$ cat config.mk
export PLATFORM = sky130hd
export DESIGN_NAME = dbio_param_bank
export DESIGN_NICKNAME = d
export VERILOG_FILES = /design/src/core/dbio_pkg.sv /design/src/core/dbio_cal_issue.sv /design/src/core/dbio_param_bank.sv
export SDC_FILE = /design/constraint.sdc
export NUM_CORES = 1
export LEC_CHECK = 0
export ABC_AREA = 1
export BUFFER_PORTS_ARGS = -buffer_cell sky130_fd_sc_hd__buf_4
export CAP_MARGIN = 20
export CORE_MARGIN = 1.5
export CORE_UTILIZATION = 30
export DETAILED_ROUTE_END_ITERATION = 7
export GPL_ROUTABILITY_DRIVEN = 1
export PLACE_DENSITY = 0.63
export SYNTH_ARGS = -nofsm -noshare
export SYNTH_HDL_FRONTEND = slang
export SYNTH_HIERARCHICAL = 1
export SYNTH_SLANG_ARGS = --single-unit
$ cat constraint.sdc
create_clock -name clk -period 2.9 [get_ports clk]
set_input_delay 0 -clock clk [delete_from_list [all_inputs] [get_ports clk]]
set_output_delay 0 -clock clk [all_outputs]
set_load 0.01 [all_outputs]
$ cat src/core/dbio_pkg.sv
// Package: constants, types and decode helper for the digital I/O bank
//
// Behaviour
// RULE_01 - Each input uses soft bit when its select bit is 1, else the pin.
// RULE_02 - Soft bits one to nine sit at bits 0..8; register reads at most 01ff.
// RULE_03 - Reading input state returns effective levels after source selection; panel reads of it return 0.
// RULE_04 - Writing input state updates only stored soft bits.
// RULE_05 - Keypad state is read-only and shows which panel keys are pressed.
// RULE_06 - Output state is read-only, 0..3f, same value via panel or link.
// RULE_07 - Codes 1,2 start speed/torque offset; 3,4 start V/W current offset.
// RULE_08 - Code 5 starts all four offset calibrations together.
// RULE_09 - Code 6 starts converter calibration; 0 reserved; range 0..6, reset 0.
// RULE_10 - Calibration commands act only while the guard enables calibration.
// RULE_11 - Host calibrates only with servo off and analog inputs disconnected.
// RULE_12 - Writes to keypad and output state are ignored.
package dbio_pkg;
    localparam int DATA_W = 16;
    localparam int ADDR_W = 16;
    localparam int IN_W = 9;
    localparam int KEY_W = 5;
    localparam int OUT_W = 6;
    localparam int CODE_W = 3;

    localparam logic [ADDR_W-1:0] INPUT_STATE_OFS = 16'h040e;
    localparam logic [ADDR_W-1:0] KEYPAD_STATE_OFS = 16'h0410;
    localparam logic [ADDR_W-1:0] OUTPUT_STATE_OFS = 16'h0412;
    localparam logic [ADDR_W-1:0] CAL_CMD_OFS = 16'h0414;

    localparam int SOFT_LSB = 0;
    localparam logic [IN_W-1:0] SOFT_RESET = 9'h000;
    localparam logic [CODE_W-1:0] CAL_RESET = 3'h0;

    localparam logic [CODE_W-1:0] CAL_RESERVED = 3'h0;
    localparam logic [CODE_W-1:0] CAL_SPEED = 3'h1;
    localparam logic [CODE_W-1:0] CAL_TORQUE = 3'h2;
    localparam logic [CODE_W-1:0] CAL_CUR_V = 3'h3;
    localparam logic [CODE_W-1:0] CAL_CUR_W = 3'h4;
    localparam logic [CODE_W-1:0] CAL_ALL = 3'h5;
    localparam logic [CODE_W-1:0] CAL_ADC = 3'h6;
    localparam logic [DATA_W-1:0] CAL_MAX = 16'h0006;

    typedef struct packed {
        logic wr;
        logic rd;
        logic panel;
        logic [ADDR_W-1:0] addr;
        logic [DATA_W-1:0] data;
    } dbio_req_t;

    typedef struct packed {
        logic speed;
        logic torque;
        logic curV;
        logic curW;
        logic adc;
    } dbio_cal_t;

    function automatic logic dbio_hit(input logic [ADDR_W-1:0] addr,
                                      input logic [ADDR_W-1:0] ofs);
        dbio_hit = (addr == ofs);
    endfunction : dbio_hit
endpackage : dbio_pkg

$ cat src/core/dbio_cal_issue.sv
// Calibration start issuer: turns an accepted command into start pulses
`timescale 1ns/1ps
`default_nettype none
module dbio_cal_issue
    import dbio_pkg::*;
(
    input wire logic clk, // System clock
    input wire logic reset_n, // Async reset, active low
    input wire logic cmdWrite, // Legal nonzero code written this cycle
    input wire logic [CODE_W-1:0] cmdCode, // Written code
    input wire logic guardEnable, // Calibration unlocked
    output var dbio_cal_t calStart // One-cycle start pulses
);
    // ------------------------------------------------------------
    // Decode
    // ------------------------------------------------------------
    wire logic accept = cmdWrite && guardEnable; // RULE_10
    dbio_cal_t startNext;
    assign startNext.speed = accept &&
        (cmdCode == CAL_SPEED || cmdCode == CAL_ALL); // RULE_07 RULE_08
    assign startNext.torque = accept &&
        (cmdCode == CAL_TORQUE || cmdCode == CAL_ALL); // RULE_07 RULE_08
    assign startNext.curV = accept &&
        (cmdCode == CAL_CUR_V || cmdCode == CAL_ALL); // RULE_07 RULE_08
    assign startNext.curW = accept &&
        (cmdCode == CAL_CUR_W || cmdCode == CAL_ALL); // RULE_07 RULE_08
    assign startNext.adc = accept && (cmdCode == CAL_ADC); // RULE_09

    // ------------------------------------------------------------
    // Pulse register
    // ------------------------------------------------------------
    always_ff @(posedge clk or negedge reset_n) begin
        if (!reset_n) begin
            calStart <= '0;
        end else begin
            calStart <= startNext;
        end
    end
endmodule : dbio_cal_issue
`default_nettype wire

$ cat src/core/dbio_param_bank.sv
// Digital I/O parameter bank: input, keypad, output and calibration registers
`timescale 1ns/1ps
`default_nettype none
module dbio_param_bank
    import dbio_pkg::*;
(
    input wire logic clk, // System clock, 20 MHz
    input wire logic reset_n, // Async reset, active low
    input wire dbio_req_t req, // Parameter access request
    output logic [DATA_W-1:0] rdData, // Read data, registered
    output logic rdValid, // Read data valid pulse
    output logic wrDone, // Write accepted pulse
    input wire logic [IN_W-1:0] hwInputPins, // Hardware input levels
    input wire logic [IN_W-1:0] inputSourceSelect, // 1 = soft bit
    input wire logic [KEY_W-1:0] keyPressed, // Panel keys, 1 = pressed
    input wire logic [OUT_W-1:0] outputPins, // Digital output levels
    input wire logic specialParamGuard, // Calibration unlocked
    output logic [IN_W-1:0] effInputs, // Effective input levels
    output var dbio_cal_t calStart // Calibration start pulses
);
    // ------------------------------------------------------------
    // State
    // ------------------------------------------------------------
    logic [IN_W-1:0] softInputBits_reg;
    logic [IN_W-1:0] softInputBits_next;
    logic [IN_W-1:0] hwPins_reg;
    logic [KEY_W-1:0] keypadState_reg;
    logic [OUT_W-1:0] outputState_reg;
    logic [CODE_W-1:0] calibrationCmd_reg;
    logic [CODE_W-1:0] calibrationCmd_next;
    logic [DATA_W-1:0] rdData_next;

    // ------------------------------------------------------------
    // Address decode
    // ------------------------------------------------------------
    wire logic hitInput = dbio_hit(req.addr, INPUT_STATE_OFS);
    wire logic hitKeypad = dbio_hit(req.addr, KEYPAD_STATE_OFS);
    wire logic hitOutput = dbio_hit(req.addr, OUTPUT_STATE_OFS);
    wire logic hitCal = dbio_hit(req.addr, CAL_CMD_OFS);
    // Input state cannot be reached from the panel
    wire logic inputOpen = hitInput && !req.panel;
    wire logic calLegal = req.data <= CAL_MAX; // RULE_09
    wire logic wrSoft = req.wr && inputOpen; // RULE_04
    wire logic wrCal = req.wr && hitCal && calLegal; // RULE_09
    wire logic rdAny = req.rd && !req.wr;

    // ------------------------------------------------------------
    // Source selection
    // ------------------------------------------------------------
    wire logic [IN_W-1:0] combined;
    genvar gi;
    generate
        for (gi = 0; gi < IN_W; gi++) begin : g_sel
            assign combined[gi] = inputSourceSelect[gi] ?
                softInputBits_reg[gi] : hwPins_reg[gi]; // RULE_01
        end
    endgenerate

    // ------------------------------------------------------------
    // Next values
    // ------------------------------------------------------------
    assign softInputBits_next = wrSoft ?
        req.data[SOFT_LSB +: IN_W] : softInputBits_reg; // RULE_02 RULE_04
    assign calibrationCmd_next = wrCal ?
        req.data[CODE_W-1:0] : calibrationCmd_reg; // RULE_09

    // Keypad and output state have no write path
    wire logic [DATA_W-1:0] readInput =
        {{(DATA_W-IN_W){1'b0}}, combined}; // RULE_02 RULE_03
    wire logic [DATA_W-1:0] readKeypad =
        {{(DATA_W-KEY_W){1'b0}}, keypadState_reg}; // RULE_05 RULE_12
    wire logic [DATA_W-1:0] readOutput =
        {{(DATA_W-OUT_W){1'b0}}, outputState_reg}; // RULE_06 RULE_12
    wire logic [DATA_W-1:0] readCal =
        {{(DATA_W-CODE_W){1'b0}}, calibrationCmd_reg};

    assign rdData_next = inputOpen ? readInput :
        hitKeypad ? readKeypad :
        hitOutput ? readOutput :
        hitCal ? readCal : '0;

    // ------------------------------------------------------------
    // Registers
    // ------------------------------------------------------------
    always_ff @(posedge clk or negedge reset_n) begin
        if (!reset_n) begin
            softInputBits_reg <= SOFT_RESET;
            calibrationCmd_reg <= CAL_RESET;
        end else begin
            softInputBits_reg <= softInputBits_next;
            calibrationCmd_reg <= calibrationCmd_next;
        end
    end

    // Sampled status of pins, keys and outputs
    always_ff @(posedge clk or negedge reset_n) begin
        if (!reset_n) begin
            hwPins_reg <= '0;
            keypadState_reg <= '0;
            outputState_reg <= '0;
        end else begin
            hwPins_reg <= hwInputPins;
            keypadState_reg <= keyPressed; // RULE_05
            outputState_reg <= outputPins; // RULE_06
        end
    end

    always_ff @(posedge clk or negedge reset_n) begin
        if (!reset_n) begin
            effInputs <= '0;
        end else begin
            effInputs <= combined; // RULE_01
        end
    end

    always_ff @(posedge clk or negedge reset_n) begin
        if (!reset_n) begin
            rdData <= '0;
            rdValid <= 1'b0;
            wrDone <= 1'b0;
        end else begin
            rdData <= rdAny ? rdData_next : rdData;
            rdValid <= rdAny;
            wrDone <= req.wr;
        end
    end

    // ------------------------------------------------------------
    // Calibration issue
    // ------------------------------------------------------------
    dbio_cal_issue u_cal (
        .clk(clk),
        .reset_n(reset_n),
        .cmdWrite(wrCal && req.data[CODE_W-1:0] != CAL_RESERVED),
        .cmdCode(req.data[CODE_W-1:0]),
        .guardEnable(specialParamGuard), // RULE_10
        .calStart(calStart)
    );
endmodule : dbio_param_bank
`default_nettype wire

==> impl_metrics.py <==
metrics = {
    "outcome": {
        "status": "finished, violations left",
        "violated_checks": "hold timing",
    },
    "floorplan": {
        "die_width_um": 92.72,
        "die_height_um": 92.72,
        "floorplan.die_area_um2": 8597,
        "io-pin-count": 99,
        "core_footprint_um2": 7767,
        "initial_utilization": 0.3109,
        "row_count": 32,
    },
    "layout": {
        "synthToLayoutAreaGrowth_pct": 55.54,
        "mostFrequentLayoutCells": "sky130_fd_sc_hd__buf_4, sky130_fd_sc_hd__nand2_1, sky130_fd_sc_hd__dfrtp_1, sky130_fd_sc_hd__dlygate4sd3_1, sky130_fd_sc_hd__nand3_1",
        "nNetsFinal": 469,
        "seq_area_um2": 1426,
        "layout.filler_cells": 750,
        "insertedDiodeCount": 0,
        "multi_input_area_um2": 802.0,
        "drive_gt1_frac": 0.3170,
        "finish.cell_count_without_fillers": 509,
        "layout.cells.most_common": "sky130_fd_sc_hd__buf_4",
    },
    "placement": {
        "port-buffer-count": 91,
        "post-place-ws_ns": 1.290,
        "post-dp-hpwl_mm": 4.204,
        "place.gp.congestion": 0.7453,
        "total_placed_cells_including_tap_cells": 453,
    },
    "synth": {
        "postSynthRegisterBits": 57,
        "syn_avg_cell_area_um2": 9.182,
        "synth_area_um2": 2415,
        "yosysSeqAreaShare": 0.5907,
        "synthesized_instance_count": 263,
        "post_synth_num_cell_types": 24,
        "synth.yosys.warnings": 6,
    },
    "job": {
        "maxcap_violations": 0,
    },
    "min_path": {
        "hp-start": "inputSourceSelect[2]",
        "worst_hold_path_type": "in -> reg",
    },
    "global_routing": {
        "grt_start_max_net_pins": 58,
        "antenna_found_initial": 0,
        "grt.overflow.total": 0,
        "grt_util_all_layers": 0.1468,
        "grt_pass1_vias": 2059,
        "first_pass_grt_wire_length_mm": 9.528,
    },
    "drt": {
        "finalWirelength_mm": 5.910,
        "number_of_drc_violations_after_detailed_routing": 0,
        "final_antenna_net_count": 0,
        "dr.first_iter.drc_count": 33,
        "route.detailed.vias_per_inst": 4.210,
        "drt_pass1_iterations": 4,
        "post_drt_wl_per_cell_um": 11.61,
        "num_vias": 2143,
    },
    "cts": {
        "hold_buffers": 40,
        "cts.reportedPaths.clkPinSlew_ns": 0.07,
        "ctsLongestPathBuffers": 2,
        "numClockSinks": 57,
        "root_buffer": "sky130_fd_sc_hd__clkbuf_8",
        "tritoncts.num_buffers": 9,
        "cts_htree_levels": 3,
        "worst_skew_pair.late_latency_ns": 0.33,
        "post_cts_resize_count": 0,
        "cts_tree": "yes",
        "cts.repair_timing.setup_buffer_count": 0,
    },
    "sta": {
        "relSlewSlack": 0.5365,
        "final_cycle_utilization_of_the_critical_path": 0.7645,
        "setup_total_negative_slack_ns": 0,
        "setup_viol": 0,
        "finalHoldViolations": 1,
        "timing.clock.skew_ns": 0.005729,
        "final_critical_path_setup_slack_ns": 0.6830,
        "grt_setup_unrepaired": "no",
        "timing.final.crit_period_ns": 2.217,
        "maximum_clock_rate_mhz": 451.1,
        "hold_ws_ns": -0.005829,
        "final_max_tran_viols": 0,
        "worst_slew_pin_slew_ns": 0.6953,
    },
    "setup_path": {
        "worstSetupEndpointType": "flip-flop",
        "path_common_cell": "sky130_fd_sc_hd__nand2_1",
        "cp_cell_sequence": "dlygate4sd3_1 > buf_4 > inv_1 > nand2_1 > nor3_1 > nand3_1 > nor2_1 > nand2_1 > nor2_1 > nand2_1 > nor3_1 > dlygate4sd3_1",
        "cp.required_ns": 3.16,
        "timing.critical_path.slowest_stage_cell": "sky130_fd_sc_hd__dlygate4sd3_1",
        "critPathMaxStageDelay_ns": 0.57,
        "dominant_delay_contributor_by_cell_family_on_the_critical_path": "buffers and inverters",
        "worst-path-buf-inv": 4,
        "arrival_ns": 2.48,
        "critical_path_peak_fanout": 5,
        "reg2reg_start": "hwPins_reg[1]",
        "critPathLaunchType": "primary input",
        "setup.worst_path.class": "in -> reg",
        "critical_path.startpoint": "req[3]",
    },
    "power": {
        "post-layout-total-power_mw": 1.679,
        "power_density_nw_per_um2": 447.0,
        "ir_drop_mv": 0.2684,
        "leakage_nw": 1.986,
    },
}
==> synth_stat cells <==
cell / instances / area [µm²]
sky130_fd_sc_hd__inv_6: 1 / 8.760
sky130_fd_sc_hd__nand2_1: 71 / 266.5
sky130_fd_sc_hd__nor2_1: 23 / 86.33
sky130_fd_sc_hd__nand2_4: 2 / 22.52
sky130_fd_sc_hd__nand3_1: 31 / 155.2
sky130_fd_sc_hd__o21ai_2: 6 / 52.55
sky130_fd_sc_hd__buf_2: 1 / 5.000
sky130_fd_sc_hd__mux2_2: 3 / 33.78
sky130_fd_sc_hd__o21ai_0: 11 / 55.05
sky130_fd_sc_hd__nand3_2: 1 / 10.01
sky130_fd_sc_hd__dfrtp_1: 57 / 1426
sky130_fd_sc_hd__buf_4: 8 / 60.06
sky130_fd_sc_hd__o21ai_1: 1 / 5.000
sky130_fd_sc_hd__nor3_1: 4 / 20.02
sky130_fd_sc_hd__nor2_2: 3 / 18.77
sky130_fd_sc_hd__buf_6: 2 / 22.52
sky130_fd_sc_hd__conb_1: 1 / 3.750
sky130_fd_sc_hd__and2_1: 1 / 6.260
sky130_fd_sc_hd__nand4_1: 1 / 6.260
sky130_fd_sc_hd__o31ai_1: 1 / 7.510
sky130_fd_sc_hd__inv_1: 29 / 108.9
sky130_fd_sc_hd__nor2_4: 1 / 11.26
sky130_fd_sc_hd__nand2_2: 3 / 18.77
sky130_fd_sc_hd__clkinv_1: 1 / 3.750
==> through the flow <==
| stage | hold slack [ns] | utilization | instance area [µm²] |
|---|---|---|---|
| finish | -0.005829 | 0.4836 | 3756 |
| floorplan | -0.2956 | - | 2437 |
| global placement | 0.09217 | 0.4088 | 3176 |
| CTS | 0.0008007 | 0.4836 | 3756 |
| global route | 0.007804 | 0.4836 | 3756 |
| detailed placement | 0.09928 | 0.4088 | 3176 |
==> layer usage <==
layer	vias up	routed length, µm	GRT usage
li1	1092	-	-
met1	965	2462	0.1659
met2	74	2994	0.2574
met3	12	329	0.04351
met4	0	123	0.06061
met5	-	0	0
==> layout make-up <==
cell class	instances	share of cell area
Clock inverter	6	0.01133
Timing Repair Buffer	133	0.2925
Multi-Input combinational cell	170	0.2135
Clock buffer	10	0.03664
Inverter	31	0.03231
Tap cell	102	0.03398
Sequential cell	57	0.3797
==> logic make-up after synthesis <==
logic type             Yosys count  share of synthesized area
other                            1                   0.001553
buffers and inverters           42                    0.08652
muxes                            3                    0.01399
AOI/OAI and AO/OA               19                    0.04974
DFF                             57                     0.5907
and+or+nand+nor                141                     0.2575
==> report_power, final <==
part / switching, mW / internal, mW / total (mW)
sequential: 0.00616 / 0.818 / 0.824
combinational: 0.0840 / 0.114 / 0.199
clock: 0.323 / 0.334 / 0.657
total: 0.413 / 1.27 / 1.68
==> final timing paths <==
check / slack, ns / endpoint / cells past startpoint
max: 0.68 / u_cal/calStart[0] / 12
min: -0.006 / effInputs[2] / 3
max reg2reg: 1.73 / rdData[1] / 6
min reg2reg: 0.47 / softInputBits_reg[4] / 2
max in group asynchronous: 2.17 / rdData[2] / 2
min in group asynchronous: 0.27 / hwPins_reg[8] / 2
==> worst min-delay path: cells and delay by family <==
| kind | cells | cell delay, ns |
|---|---|---|
| buffers and inverters | 2 | 0.16 |
| AO/OA/AOI/OAI | 1 | 0.13 |
No activity file was read; power rests on OpenSTA's default activity.
